[config.mk]
export PLATFORM = sky130hd
export DESIGN_NAME = frs_fault_reset_sequencer
export DESIGN_NICKNAME = d
export VERILOG_FILES = /design/src/logic/frs_pkg.sv /design/src/logic/frs_fault_reset_sequencer.sv
export SDC_FILE = /design/constraint.sdc
export NUM_CORES = 1
export LEC_CHECK = 0
export ABC_AREA = 1
export BUFFER_PORTS_ARGS = -buffer_cell sky130_fd_sc_hd__buf_2
export CAP_MARGIN = 30
export CORE_MARGIN = 3
export CORE_UTILIZATION = 30
export DETAILED_ROUTE_END_ITERATION = 16
export SYNTH_ARGS = -nofsm -noshare
export SYNTH_HDL_FRONTEND = slang
export SYNTH_SLANG_ARGS = --single-unit
[constraint.sdc]
create_clock -name sys_clk -period 5.8 [get_ports sys_clk]
set_input_delay 1.16 -clock sys_clk [delete_from_list [all_inputs] [get_ports sys_clk]]
set_output_delay 1.16 -clock sys_clk [all_outputs]
set_load 0.02 [all_outputs]
[src/logic/frs_pkg.sv]
`default_nettype none
package frs_pkg;
   // Clock and base tick
   localparam int unsigned SYS_CLK_HZ = 40_000_000;
   localparam int unsigned TICK_PERIOD_MS = 1;
   localparam int unsigned TICK_CYCLES = SYS_CLK_HZ / 1000 * TICK_PERIOD_MS;

   // Retry waits between automatic attempts, in ms
   localparam logic [23:0] WAIT_FIRST_MS = 24'h00_03E8;  // 1 s
   localparam logic [23:0] WAIT_SECOND_MS = 24'h00_1388; // 5 s
   localparam logic [23:0] WAIT_THIRD_MS = 24'h00_2710;  // 10 s
   localparam logic [23:0] WAIT_LATER_MS = 24'h00_EA60;  // 1 minute

   // Maximum retry time settings, in ms
   localparam logic [23:0] LIMIT_5MIN_MS = 24'h04_93E0;
   localparam logic [23:0] LIMIT_10MIN_MS = 24'h09_27C0;
   localparam logic [23:0] LIMIT_30MIN_MS = 24'h1B_7740;
   localparam logic [23:0] LIMIT_1H_MS = 24'h36_EE80;
   localparam logic [23:0] LIMIT_2H_MS = 24'h6D_DD00;
   localparam logic [23:0] LIMIT_3H_MS = 24'hA4_CB80;

   // Length of the power-up sequence replayed on product restart, in ms
   localparam logic [23:0] POWERUP_MS = 24'h00_0064;

   // Retry time selection codes
   localparam logic [2:0] LIM_5MIN = 3'h0;
   localparam logic [2:0] LIM_10MIN = 3'h1;
   localparam logic [2:0] LIM_30MIN = 3'h2;
   localparam logic [2:0] LIM_1H = 3'h3;
   localparam logic [2:0] LIM_2H = 3'h4;
   localparam logic [2:0] LIM_3H = 3'h5;
   localparam logic [2:0] LIM_UNLIMITED = 3'h6;
   localparam logic [2:0] LIM_RESET = LIM_5MIN;

   // Manual reset source selection codes
   localparam logic [5:0] SRC_NONE = 6'h00;
   localparam logic [5:0] SRC_DI_FIRST = 6'h01;
   localparam logic [5:0] SRC_DI_LOW_LAST = 6'h08;
   localparam logic [5:0] SRC_DI_EXT_FIRST = 6'h0B;
   localparam logic [5:0] SRC_DI_EXT_LAST = 6'h10;
   localparam logic [5:0] SRC_CMD_FIRST = 6'h20;
   localparam logic [5:0] SRC_CMD_LAST = 6'h2F;
   localparam logic [5:0] SRC_RESET = 6'h04;

   // Attempt counter saturation
   localparam logic [1:0] ATTEMPT_LAST = 2'h3;

   // Sequencer states
   typedef enum logic [2:0] {
      ST_NORMAL,
      ST_RETRY_WAIT,
      ST_FAULT_HOLD,
      ST_LOCKED,
      ST_POWERUP
   } frs_state_t;
endpackage
`default_nettype wire

[src/logic/frs_fault_reset_sequencer.sv]
`timescale 1ns/10ps
`default_nettype none
module frs_fault_reset_sequencer #(
   parameter int unsigned TICK_CYCLES = frs_pkg::TICK_CYCLES
) (
   // Clock and reset
   input wire logic sys_clk,
   input wire logic sys_rst,
   // Configuration
   input wire logic autoResetEn,
   input wire logic [2:0] retryTimeSel,
   input wire logic [5:0] resetSrcSel,
   // Reset sources
   input wire logic [15:0] digitalIn,
   input wire logic [15:0] cmdBits,
   input wire logic keypadStopReset,
   input wire logic productRestart,
   // Drive condition
   input wire logic errorActive,
   input wire logic errorResettable,
   input wire logic startPermit,
   // Encoder counting
   input wire logic encPulse,
   input wire logic posReset,
   // Status
   output logic faultState,
   output logic faultRelay,
   output logic driveNormal,
   output logic retryActive,
   output logic retryLocked,
   output logic powerupBusy,
   output logic [31:0] encPulseCount,
   output logic [31:0] embEncPulseCount
);

   ////////////////////////////////////////////////////////////////////////
   // Decoding helpers

   // Wait before the given attempt
   function automatic logic [23:0] waitMs(input logic [1:0] attempt);
      case (attempt)
         2'h0: waitMs = frs_pkg::WAIT_FIRST_MS;
         2'h1: waitMs = frs_pkg::WAIT_SECOND_MS;
         2'h2: waitMs = frs_pkg::WAIT_THIRD_MS;
         default: waitMs = frs_pkg::WAIT_LATER_MS;
      endcase
   endfunction

   // Maximum retry time for a selection code; unknown codes use the default
   function automatic logic [23:0] limitMs(input logic [2:0] sel);
      case (sel)
         frs_pkg::LIM_10MIN: limitMs = frs_pkg::LIMIT_10MIN_MS;
         frs_pkg::LIM_30MIN: limitMs = frs_pkg::LIMIT_30MIN_MS;
         frs_pkg::LIM_1H: limitMs = frs_pkg::LIMIT_1H_MS;
         frs_pkg::LIM_2H: limitMs = frs_pkg::LIMIT_2H_MS;
         frs_pkg::LIM_3H: limitMs = frs_pkg::LIMIT_3H_MS;
         default: limitMs = frs_pkg::LIMIT_5MIN_MS;
      endcase
   endfunction

   // Level of the selected manual reset source
   function automatic logic srcLevel(input logic [5:0] sel, input logic [15:0] di, input logic [15:0] cmd);
      logic [5:0] idx;
      idx = 6'h00;
      srcLevel = 1'b0;
      if (sel >= frs_pkg::SRC_DI_FIRST && sel <= frs_pkg::SRC_DI_LOW_LAST) begin
         idx = sel - frs_pkg::SRC_DI_FIRST;
         srcLevel = di[idx[3:0]];
      end else if (sel >= frs_pkg::SRC_DI_EXT_FIRST && sel <= frs_pkg::SRC_DI_EXT_LAST) begin
         idx = sel - frs_pkg::SRC_DI_FIRST;
         srcLevel = di[idx[3:0]];
      end else if (sel >= frs_pkg::SRC_CMD_FIRST && sel <= frs_pkg::SRC_CMD_LAST) begin
         idx = sel - frs_pkg::SRC_CMD_FIRST;
         srcLevel = cmd[idx[3:0]];
      end
   endfunction

   ////////////////////////////////////////////////////////////////////////
   // Source selection guard

   logic [5:0] selPrev, next_selPrev;
   logic selSettled;

   // A fresh source choice whose input already stands high is not a press
   always_comb begin
      next_selPrev = resetSrcSel;
      selSettled = (resetSrcSel == selPrev);
   end

   always_ff @(posedge sys_clk or posedge sys_rst) begin
      if (sys_rst) begin
         selPrev <= frs_pkg::SRC_RESET;
      end else begin
         selPrev <= next_selPrev;
      end
   end

   ////////////////////////////////////////////////////////////////////////
   // Edge detection of reset requests

   logic srcPrev, keyPrev, restartPrev;
   logic next_srcPrev, next_keyPrev, next_restartPrev;
   logic manualReq, restartReq;

   // Rising edges of the selected source, keypad key and restart request
   always_comb begin
      next_srcPrev = srcLevel(resetSrcSel, digitalIn, cmdBits);
      next_keyPrev = keypadStopReset;
      next_restartPrev = productRestart;
      manualReq = (next_srcPrev && !srcPrev && selSettled) || (keypadStopReset && !keyPrev);
      restartReq = productRestart && !restartPrev;
   end

   always_ff @(posedge sys_clk or posedge sys_rst) begin
      if (sys_rst) begin
         srcPrev <= 1'b1;
         keyPrev <= 1'b1;
         restartPrev <= 1'b1;
      end else begin
         srcPrev <= next_srcPrev;
         keyPrev <= next_keyPrev;
         restartPrev <= next_restartPrev;
      end
   end

   ////////////////////////////////////////////////////////////////////////
   // Millisecond tick

   logic [15:0] tickCnt, next_tickCnt;
   logic msTick;

   // Divides the system clock down to one pulse per millisecond
   always_comb begin
      msTick = (tickCnt == 16'(TICK_CYCLES - 1));
      next_tickCnt = msTick ? 16'h0000 : tickCnt + 16'h0001;
   end

   always_ff @(posedge sys_clk or posedge sys_rst) begin
      if (sys_rst) begin
         tickCnt <= 16'h0000;
      end else begin
         tickCnt <= next_tickCnt;
      end
   end

   ////////////////////////////////////////////////////////////////////////
   // Fault reset sequencer

   frs_pkg::frs_state_t state, next_state;
   logic [23:0] waitCnt, next_waitCnt;
   logic [23:0] totalCnt, next_totalCnt;
   logic [1:0] attempt, next_attempt;
   logic next_faultState, next_faultRelay;
   logic faultOut;

   // Next state, wait and limit timers
   always_comb begin
      next_state = state;
      next_waitCnt = waitCnt;
      next_totalCnt = totalCnt;
      next_attempt = attempt;
      case (state)
         frs_pkg::ST_NORMAL: begin
            next_waitCnt = 24'h00_0000;
            next_totalCnt = 24'h00_0000;
            next_attempt = 2'h0;
            if (errorActive) begin
               if (autoResetEn && errorResettable) begin
                  next_state = frs_pkg::ST_RETRY_WAIT;
               end else begin
                  next_state = frs_pkg::ST_FAULT_HOLD;
               end
            end
         end
         frs_pkg::ST_RETRY_WAIT: begin
            if (msTick) begin
               next_waitCnt = waitCnt + 24'h00_0001;
               next_totalCnt = totalCnt + 24'h00_0001;
            end
            // Limit is tested before the wait so a late attempt cannot outrun it
            if (!autoResetEn) begin
               next_state = frs_pkg::ST_FAULT_HOLD;
            end else if (retryTimeSel != frs_pkg::LIM_UNLIMITED && totalCnt >= limitMs(retryTimeSel)) begin
               next_state = frs_pkg::ST_LOCKED;
            end else if (waitCnt >= waitMs(attempt)) begin
               next_waitCnt = 24'h00_0000;
               if (attempt != frs_pkg::ATTEMPT_LAST) begin
                  next_attempt = attempt + 2'h1;
               end
               if (!errorActive && startPermit) begin
                  next_state = frs_pkg::ST_NORMAL;
               end
            end else if (manualReq && !errorActive) begin
               next_state = frs_pkg::ST_NORMAL;
            end
         end
         frs_pkg::ST_FAULT_HOLD: begin
            if (manualReq && errorResettable && !errorActive) begin
               next_state = frs_pkg::ST_NORMAL;
            end
         end
         frs_pkg::ST_LOCKED: begin
            next_state = frs_pkg::ST_LOCKED;
         end
         frs_pkg::ST_POWERUP: begin
            // Replays the power-up steps; attempts and limit start afresh
            next_attempt = 2'h0;
            next_totalCnt = 24'h00_0000;
            if (msTick) begin
               next_waitCnt = waitCnt + 24'h00_0001;
            end
            if (waitCnt >= frs_pkg::POWERUP_MS) begin
               next_waitCnt = 24'h00_0000;
               next_state = frs_pkg::ST_NORMAL;
            end
         end
         default: begin
            next_state = frs_pkg::ST_NORMAL;
         end
      endcase
      // Product restart clears every fault and replays power-up
      if (restartReq) begin
         next_state = frs_pkg::ST_POWERUP;
         next_waitCnt = 24'h00_0000;
         next_totalCnt = 24'h00_0000;
         next_attempt = 2'h0;
      end
      faultOut = (next_state == frs_pkg::ST_FAULT_HOLD) || (next_state == frs_pkg::ST_LOCKED);
      next_faultState = faultOut;
      next_faultRelay = autoResetEn || !faultOut;
   end

   always_ff @(posedge sys_clk or posedge sys_rst) begin
      if (sys_rst) begin
         state <= frs_pkg::ST_POWERUP;
         waitCnt <= 24'h00_0000;
         totalCnt <= 24'h00_0000;
         attempt <= 2'h0;
         faultState <= 1'b0;
         faultRelay <= 1'b1;
      end else begin
         state <= next_state;
         waitCnt <= next_waitCnt;
         totalCnt <= next_totalCnt;
         attempt <= next_attempt;
         faultState <= next_faultState;
         faultRelay <= next_faultRelay;
      end
   end

   // Status decoded from the state register
   assign driveNormal = (state == frs_pkg::ST_NORMAL);
   assign retryActive = (state == frs_pkg::ST_RETRY_WAIT);
   assign retryLocked = (state == frs_pkg::ST_LOCKED);
   assign powerupBusy = (state == frs_pkg::ST_POWERUP);

   ////////////////////////////////////////////////////////////////////////
   // Encoder pulse counters

   logic [31:0] next_encPulseCount, next_embEncPulseCount;

   // Counting pulses, zeroed by the position reset source
   always_comb begin
      next_encPulseCount = encPulseCount;
      next_embEncPulseCount = embEncPulseCount;
      if (posReset) begin
         next_encPulseCount = 32'h0000_0000;
         next_embEncPulseCount = 32'h0000_0000;
      end else if (encPulse) begin
         next_encPulseCount = encPulseCount + 32'h0000_0001;
         next_embEncPulseCount = embEncPulseCount + 32'h0000_0001;
      end
   end

   always_ff @(posedge sys_clk or posedge sys_rst) begin
      if (sys_rst) begin
         encPulseCount <= 32'h0000_0000;
         embEncPulseCount <= 32'h0000_0000;
      end else begin
         encPulseCount <= next_encPulseCount;
         embEncPulseCount <= next_embEncPulseCount;
      end
   end

endmodule
`default_nettype wire

== Word level (Yosys, flattened, before mapping) ==
Index checks and enable logic that the tools add are counted.
Storage, ports and cells
  register bits: 144
  bits of input ports: 51
  output and inout port bits: 70
  word-level logic and storage cells: 129
Cells by class
  $add $sub $neg: 8
  magnitude comparators: 11
  eq/ne operators: 22
  muxes and demuxes: 46
  reductions and logical operators: 29
Operators with widths (number)
  $mux W24: 13
  $mux W32: 4
  $pmux W24 S5: 1
  $pmux W24 S3: 1
  $add A32 B1 Y32 const B: 2
  $add A24 B1 Y24 const B: 2
  $ge A24 B24 Y1: 2
  $pmux W16 S3: 1
  $pmux W24 S2: 1
  $mux W3: 9
  $ge A24 B7 Y1 const B: 1
  $eq A3 B2 Y1 const B: 6
  $add A16 B1 Y16 const B: 1
  $eq A16 B16 Y1 const B: 1
  $mux W16: 1
  $pmux W3 S5: 1
  $logic_and A1 B1 Y1: 13
  $mux W2: 6
  $lt A4 B5 Y1 const B: 2
  $eq A3 B3 Y1 const B: 3
  $ne A3 B1 Y1 const B: 3
  $bmux W1 S4: 2
  $sub A4 B1 Y4 const B: 2
  $eq A3 B1 Y1 const B: 2
  25 further kinds: 36

== Logic depth before layout (Yosys ltp) ==
Gate-level depths: netlist of run 1.
  depth after elaboration: 20
  mapped depth: 22
  mapped depth without buffers: 21

== Worst setup path before layout of run 1 ==
No wires, ideal clock.
  path type: in2reg
  from: in retryTimeSel[0]
  to: reg waitCnt[0]
  data arrival time: 3.242 ns
  required time: 5.682 ns
  slack: 2.440 ns
  stages on the path: 19
  path buffers: 1
  cell sequence: inv_1 > nor2_1 > inv_1 > nor2_1 > inv_1 > nand2_1 > o21ai_0 > ha_1 > a21oi_1 > o21ai_0 > a21oi_1 > nand4_1 > o31ai_1 > nand3_1 > nand2_1 > nand2_1 > buf_4 > nand3b_1 > nand2_1
On the way
  longest elaborated chain between the ends: 10
  elaborated cells between the ends (all ways): 15
  those cells by class: order compare: 1; eq/ne: 6; mux: 7; reduce/logical: 1
Ends and longest elaborated chain
  from (decl): line frs_fault_reset_sequencer.sv:11  | input wire logic [2:0] retryTimeSel,
  $eq A3 B3 Y1, or another cell as far along: line frs_fault_reset_sequencer.sv:51  | case (sel)
  $pmux W24 S5: line frs_fault_reset_sequencer.sv:51
  $mux W24: line frs_fault_reset_sequencer.sv:181  | if (!autoResetEn) begin
  $mux W24: line frs_fault_reset_sequencer.sv:162  | case (state)
  $ge A24 B24 Y1: line frs_fault_reset_sequencer.sv:183  | end else if (retryTimeSel != frs_pkg::LIM_UNLIMITED && totalCnt >= limitMs(retryTimeSel)) begin
  $logic_and A1 B1 Y1 (*): line frs_fault_reset_sequencer.sv:183
  $mux W24 (*): line frs_fault_reset_sequencer.sv:183
  $mux W24 (*): line frs_fault_reset_sequencer.sv:181
  $pmux W24 S3 (*): line frs_fault_reset_sequencer.sv:162
  $mux W24 (*): line frs_fault_reset_sequencer.sv:222  | if (restartReq) begin
  to (signal assigned): line frs_fault_reset_sequencer.sv:243  | waitCnt <= next_waitCnt;
  to (decl): line frs_fault_reset_sequencer.sv:150  | logic [23:0] waitCnt, next_waitCnt;
Every way passes the cells marked *; elsewhere a longest branch is shown, timed or not. The select of a mux whose other input is x is not followed.
A chain may end at the register's enable or synchronous reset.

== Worst setup path after layout of run 1 ==
  from: in retryTimeSel[0]
  to: reg waitCnt[22]
Same word-level chain as after synthesis.

==> results of run 1 <==
[worst paths after layout]
check / to / slack [ns]
setup / recovery: waitCnt[22]$_DFFE_PP0P_ / 1.82
hold / removal: tickCnt[0]$_DFF_PP0_ / 0.46
setup reg to reg: waitCnt[12]$_DFFE_PP0P_ / 2.52
hold reg to reg: tickCnt[0]$_DFF_PP0_ / 0.46
max in group asynchronous: waitCnt[5]$_DFFE_PP0P_ / 3.69
min in group asynchronous: embEncPulseCount[23]$_DFFE_PP0P_ / 0.93
[power breakdown]
| group | switching (mW) | internal, mW | leakage, nW | total (mW) |
|---|---|---|---|---|
| registers | 0.0204 | 1.03 | 1.96 | 1.05 |
| logic | 0.273 | 0.102 | 3.19 | 0.375 |
| clock network | 0.439 | 0.775 | 0.318 | 1.21 |
| total | 0.733 | 1.90 | 5.47 | 2.64 |
[cell families (layout without fill, tap and decap cells)]
logic type,after synthesis,after routing,share of synthesized area
AND/OR/NAND/NOR,707,707,0.3520
buffers and inverters,203,333,0.08315
AO/OA/AOI/OAI,166,166,0.09716
flip-flops,144,144,0.3675
adder cells (fa/ha/maj),50,50,0.06367
XOR/XNOR,41,41,0.03655
[layer usage]
metal,global-route usage,part of all wire
met2,0.2361,0.46
met4,0.02937,0.0086
met3,0.04067,0.068
met5,0,0
met1,0.1880,0.47
[final cells by class]
class	instances	area [um^2]	share of cell area
flip-flops and latches	144	3611	0.3138
inverters	178	681.9	0.05926
clock buffers	22	494.2	0.04295
clock inverters	10	155.1	0.01348
repair buffers	123	623.1	0.05415
well taps	435	544.3	0.04730
multi-input cells	964	5398	0.4691
[per-stage QoR]
| stage | setup slack [ns] | hold slack (ns) | utilization | cell area [um^2] | instances |
|---|---|---|---|---|---|
| final | 1.824 | 0.4556 | 0.3610 | 11510 | 1876 |
| after global routing | 1.400 | 0.5062 | 0.3610 | 11510 | 1876 |
| after CTS | 1.871 | 0.4659 | 0.3610 | 11510 | 1876 |
| after detailed placement | 1.454 | 0.4578 | 0.3406 | 10860 | 1844 |
| after global placement | 1.534 | 0.4486 | 0.3406 | 10860 | 1844 |
| after floorplan | 0.7837 | 0.4309 | - | 9826 | 1311 |
[layout by cell type (no fill, tap or decap), types with 3 or more instances in the layout]
cell type	synthesis	routed
o21a_1	7	7
inv_1	162	161
nor2_4	9	9
bufinv_16	0	4
o21ai_1	7	7
nor4_1	14	14
nor4_2	4	4
nand3_2	7	7
nand4_1	26	26
o21ai_0	44	44
xnor2_1	18	18
nand3_1	100	100
buf_2	1	120
inv_2	12	12
xor2_1	23	23
clkbuf_8	0	5
nor2_1	112	112
buf_4	6	3
nor3_1	58	58
ha_1	50	50
a21oi_1	75	75
nand2_2	9	9
and3_1	6	6
o31ai_1	15	15
nor2_2	18	18
dfstp_2	6	6
a31oi_1	3	3
nand4_2	6	6
nand2_1	301	301
nor3b_1	4	4
or2_2	3	3
nor3_2	9	9
clkinv_2	1	5
dfrtp_1	138	138
clkbuf_16	0	17
nand3b_1	13	13
[worst max-delay path: stages]
cell and delay (ns):
buf_2 0.11, inv_1 0.06, nor2_1 0.20, inv_1 0.07, nor2_1 0.22, inv_1 0.09, nand2_1 0.10, o21ai_0 0.15
ha_1 0.33, a21oi_1 0.13, o21ai_0 0.11, a21oi_1 0.18, nand4_1 0.14, o31ai_1 0.15, nand3_1 0.12, nand2_1 0.09
nand2_1 0.52, nand3b_1 0.29, nand2_1 0.07
[registers in the layout, summed over array words and instances (netlist names), 2 cells and up]
register / count
state: 3
waitCnt: 24
attempt: 2
selPrev: 6
encPulseCount: 32
totalCnt: 24
embEncPulseCount: 32
tickCnt: 16
[Yosys cell counts (all sizes together) (20+ instances only)]
master	n	area share
a21oi	76	0.040
dfrtp	138	0.35
ha	50	0.064
inv	176	0.068
nand2	310	0.12
nand3	107	0.058
nand4	33	0.026
nor2	139	0.065
nor3	69	0.042
nor4	20	0.018
o21ai	51	0.026
xor2	23	0.021
==> impl.org, run 1 <==
** CTS
- In this run, post-CTS hold repair placed 0 buffers.
- The cell sitting at the root of the clock tree is a clkbuf_16.
- Number of sinks on the clock net :: 144
- Maximum level of the CTS H-tree :: 4
- Number of setup buffers added after CTS :: 0
- The clock reaches the later pin of the worst-skew pair after between 0.4 and 0.5 ns.
- Counting the buffers created by CTS gives 17.
- After clock tree synthesis, the clock-pin slew on the worst setup and hold paths is 0.06 ns.
- Post-CTS Resized :: 0
- In this run the deepest clock path goes through 2 buffers.
- TritonCTS built the clock tree.

** Synthesis
- Gate count after technology mapping :: 1311
- Counting every net in the synthesized netlist gives 1412.
- Mapped cell area :: 9826 um^2
- Count of different cell masters after synthesis :: 56
- Counting flops and latches in the post-synthesis netlist gives 144.
- For this run, the register share of the synthesized area comes to 0.3675.
- Each instance of the synthesized netlist takes up on average 7.495 um^2.
- Fraction of registers with async set or reset after synthesis :: 1.000
- Synthesis warning total :: 0
- Among all flip-flop cells after synthesis, the most frequent one is dfrtp_1.
- Count of flip-flops with a built-in enable after synthesis :: 0

** Detailed routing
- Drt via density :: a little under 5
- The first TritonRoute pass finished after 7 iterations.
- For this run, design rule violations remaining after detail routing come to 0.
- Final routed wire length divided by cell count :: between 10 and 15 um
- The routed design has roughly 24000 um of wire.
- DRT iter0 DRCs :: 601
- Total number of vias :: 9071
- Once detail routing completed, the nets flagged for antenna violations numbered 0.

** Power and ir drop
- For this design the ratio of total power to cell area is between 200 and 250 nW/um^2.
- Largest voltage drop on the vdd net :: 0.0002066 V
- The design draws 2.637 mW.
- The analysis attributes to cell leakage a power of 5.474 nW.

** STA
- Post-Route Skew :: around 0.0086 ns
- Slew Limit Fails :: 0
- Max-slew headroom at the worst pin :: 0.4085
- Setup repair after global routing left no endpoint under its margin.
- For the final routed database, the setup TNS stands at 0 ns.
- Derived from the worst setup path, the maximum achievable clock frequency is roughly 0.25 GHz.
- Shortest period the worst path allows :: 3.976 ns
- Dividing the final minimum period by the clock period gives 0.6855.
- Hold Violations, Final :: 0
- Final count of negative-setup-slack endpoints :: 0
- Least-Margin Pin Slew :: 0.8873 ns

** Cells and area
- In the final layout, the share of cells above drive strength 1 is 0.1749.
- The area growth from synthesis to layout is 17.11%.
- In the final design database the tool counted roughly 1500 nets.
- Filler Cells Inserted :: between 3000 and 4000
- Number of diodes :: 0

** Worst setup path
- The worst setup path is launched from a primary input.
- The critical path in this run is classified as in2reg.
- Endpoint class of the critical path :: flop
- STA puts the critical path data required time at roughly 6.1 ns.
- For the worst flop-to-flop path, the logic depth is 13.
- Critical path peak fanout :: 24
- In this run the critical register-to-register path is launched from attempt[0]$_DFFE_PP0P_.
- Worst setup path start :: retryTimeSel[0]
- Data on the critical path arrives at its endpoint at 4.28 ns.

** Min path
- Hold Path Stages :: 1
- Startpoint of the most critical hold path :: tickCnt[0]$_DFF_PP0_
- The path class of the tightest hold or removal check is reg2reg.

** Global routing
- The number of global-route vias before repair is between 8000 and 9000.
- The number of antenna violations at the first check in global routing is 0.
- Across every metal layer, demand over resource in global routing totals 0.1431.
- For this run the aggregate overflow at the end of global routing stands at 0.
- Entering global routing, the biggest net connects 98 pins.
- The first global-routing pass estimated 42770 um of wire.

** Floorplan
- X dimension of the die :: 187.0 um
- FP Rows :: 65
- 121 I/O pins were placed.
- Vertical die dimension :: approximately 190 um
- The floorplan step defined a core boundary enclosing 31880 um^2.
- Die ar. :: between 30000 and 40000 um^2
- For this configuration, the core starts out at a cell density of 0.3082.

** Job
- Across the run, the number of max-cap violations was 0.

** Placed design
- Half-perimeter wire length after detailed placement :: 17980 um
- I/O Buffers :: 120
- Global placement routability congestion :: 0.8456

** Run status
- The run finished with clean final reports.
No activity file was read; power rests on OpenSTA's default activity.
==> run 2: changes to the inputs <==
==> constraint.sdc (replaced) <==
create_clock -name sys_clk -period 3.4 [get_ports sys_clk]
set_input_delay 0.68 -clock sys_clk [delete_from_list [all_inputs] [get_ports sys_clk]]
set_output_delay 0.68 -clock sys_clk [all_outputs]
set_load 0.02 [all_outputs]
==> run 2 against run 1 <==
  * Setup slack got worse by 1.5 ns
  * Sequential power increased by 70%
  * Largest cell class unchanged
  * Die area stayed put
  * Critical path type unchanged
  * Routed wire length down 0.32%
  * Power grew 70%
  * Final area up 1.0%
  * Critical path depth unchanged
  * Via count down 1.3%
  * Flip-flop and latch count unchanged
==> impl.org, run 2 (synthesis results as in run 1) <==
** Placed design
- The placed wire-length estimate after detailed placement came to 18200 um (+1.2%).
- The routability congestion estimate was 0.8716 (+3.1%).
- The total of buffers placed on input and output ports came to 120 (unchanged).
- The pre-CTS setup slack is -0.03845 ns (-1.493 ns).

** Power and ir drop
- PnR Total Power :: 4.493 mW (+70%)
- The total power divided by cell area is 386.4 nW/um^2 (+69%).
- The largest vdd supply drop was 0.0003110 V (+51%).
- P_leak :: 5.536 nW (+1.1%)

** Global routing
- Wire length of the first global-routing pass :: 41490 um (-3.0%)
- Largest net degree at the start of global routing :: 54 (-45%)
- The number of antenna violations at the first check in global routing is 0 (unchanged).
- Total track usage :: 0.1400 (-0.003082)
- Overflow after GRT :: 0 (unchanged)
- Vias in the first global route :: 8583 (-3.0%)

** Floorplan
- X dimension of the die :: 187.0 um (unchanged)
- Vertical die dimension :: 187.0 um (unchanged)
- Die ar. :: 34960 um^2 (unchanged)
- Boundary pin count :: 121 (unchanged)
- The area of the core came to 31880 um^2 (unchanged).
- Effective utilization at floorplan :: 0.3082 (unchanged)
- FP Rows :: 65 (unchanged)

** Worst setup path
- Critical path peak fanout :: 24 (unchanged)
- For this design, the slowest cell found on the critical path is o21ai_0.
- The critical path is of the in2reg type.
- The data arrival time of the critical path is 3.40 ns (-0.88 ns).
- The worst setup path is captured at a flop.
- Most Frequent Cell on Critical Path :: nand2_1
- Critical Path Start Type :: primary input
- The critical path goes through buf_2 -> inv_1 -> nor2_1 -> inv_1 -> nor2_1 -> or2_2 -> o21ai_0 -> ha_1 -> a21oi_1 -> o21ai_0 -> a21oi_1 -> nand4_1 -> o31ai_1 -> nand3_1 -> nand2_1 -> nand2_1 -> buf_4 -> nand3b_1 -> nand2_1.
- Largest stage delay on the critical path :: 0.32 ns (-0.20 ns)
- Required arrival time at the worst endpoint :: 3.72 ns (-2.38 ns)

** Detailed routing
- Drt pass-1 iters :: 5 (-2)
- DRT antenna net count :: 0 (unchanged)
- The per-cell routed wire length was 12.92 um (-0.90%).
- DRT iter0 DRCs :: 441 (-27%)
- Routed wire length :: 24390 um (-0.32%)
- Total number of vias :: 8954 (-1.3%)
- The number of remaining DRC errors came to 0 (unchanged).
- The ratio of routed vias to standard cells was 4.745 (-1.9%).

** STA
- Hold Violations, Final :: 0 (unchanged)
- Share of the cycle needed by the critical path after routing :: 0.9078
- The relative slew slack is 0.4610 (+0.05253).
- Worst-case setup margin in the final layout :: 0.3136 ns (-1.510 ns)
- The number of setup violations in the final report was 0 (unchanged).
- Setup repair after global routing missed its margin :: false
- The smallest clock period supported by the final layout is computed as 3.086 ns.
- Post-Route Skew :: 0.007950 ns (-0.0006523 ns)
- The number of pins exceeding their max-slew limit in the final report was 0 (unchanged).
- Fmax :: 0.3240 GHz
- Least-Margin Pin Slew :: 0.8068 ns (-0.08049 ns)

** Cells and area
- Filler Cells Inserted :: 3359 (-0.089%)
- The area occupied by multi-input gates was 5398 um^2 (unchanged).
- The sequential cell area came to 3611 um^2 (unchanged).
- Most frequent cells in the layout :: nand2_1, inv_1, dfrtp_1
- Leading cell type in the layout, fill and taps excluded :: nand2_1
- Final core utilization :: 0.3647 (+0.003767)
- The largest registers in the layout are embEncPulseCount: 32 flops, encPulseCount: 32 flops.
- Layout Area Growth over Synthesis :: 18.34%
- The final antenna diode count is 0 (unchanged).
- The final net count is 1540 (+0.72%).
- The fraction of final layout cells sized beyond drive strength 1 is 0.1804 (+0.005562).

** CTS
- Number of setup buffers added after CTS :: 0 (unchanged)
- TritonCTS built the clock tree.
- The number of buffers created by CTS is 17 (unchanged).
- The number of buffers between clock root and the deepest sink came to 2 (unchanged).
- Post-CTS Resized :: 0 (unchanged)
- The hold buffer count at CTS is 0 (unchanged).
- In this run the clock root is driven by a clkbuf_16.
- Maximum level of the CTS H-tree :: 4 (unchanged)
- The clock-pin slew on the worst setup and hold paths is 0.06 ns (about the same).
- Later-pin clock latency in the skew report :: 0.43 ns (about the same)
- The clock net sink count came to 144 (unchanged).

** Min path
- Worst min-delay path category :: in2reg

** Job
- The number of max-cap violations came to 0 (unchanged).

** Run status
- Status :: completed
run 2: changes by cell type in the layout (fill, tap and decap cells not counted), sizes merged:
cell,previous run,this run
buf,123,134
clkinvlp,2,3
inv,176,175
clkinv,6,7
clkbuf,22,21
run 2: critical path, delay by kind of cell:
family          cells  cell delay, ns
compound gates      5            0.90
fa+ha+maj           1            0.32
buf+inv             4            0.52
simple gates        9            0.96
run 2: report_power, final:
part           switching, mW  internal [mW]
Clock                  0.755           1.28
Sequential            0.0333           1.75
Combinational          0.470          0.201
run 2: final timing paths:
path | endpoint | cells after the start | startpoint | slack, ns
max in group asynchronous | selPrev[2]$_DFF_PP1_ | 3 | sys_rst | 2.21
min in group asynchronous | encPulseCount[8]$_DFFE_PP0P_ | 2 | sys_rst | 0.40
worst max-delay path | waitCnt[20]$_DFFE_PP0P_ | 19 | retryTimeSel[1] | 0.31
worst min register to register | tickCnt[0]$_DFF_PP0_ | 1 | tickCnt[0]$_DFF_PP0_ | 0.46
worst min-delay path | restartPrev$_DFF_PP1_ | 1 | productRestart | 0.36
worst max register to register | waitCnt[23]$_DFFE_PP0P_ | 14 | attempt[0]$_DFFE_PP0P_ | 0.50
run 2: layout make-up:
class / instances / area share
sequential: 144 / 0.3106
clock buffer: 21 / 0.04046
clock inverter: 11 / 0.01377
timing repair buffer: 134 / 0.06564
tap: 435 / 0.04681
inverter: 178 / 0.05854
multi-input combinational: 964 / 0.4642
run 2: routing by layer:
metal	track usage	vias to the layer above	routed length [um]
li1	-	4606	-
met2	0.2279	181	11040
met1	0.1850	4148	11650
met4	0.03373	0	242
met3	0.03917	19	1458
met5	0	-	0
run 2: through the flow:
step                      cell area, um^2  setup TNS [ns]  cells  hold WS, ns
after detailed placement            11000         -0.4512   1855       0.4506
after global placement              10970               0   1854       0.4483
after global routing                11630               0   1887       0.3389
final                               11630               0   1887       0.3619
after floorplan                      9829               0   1311       0.4309
after CTS                           11630               0   1887       0.3442
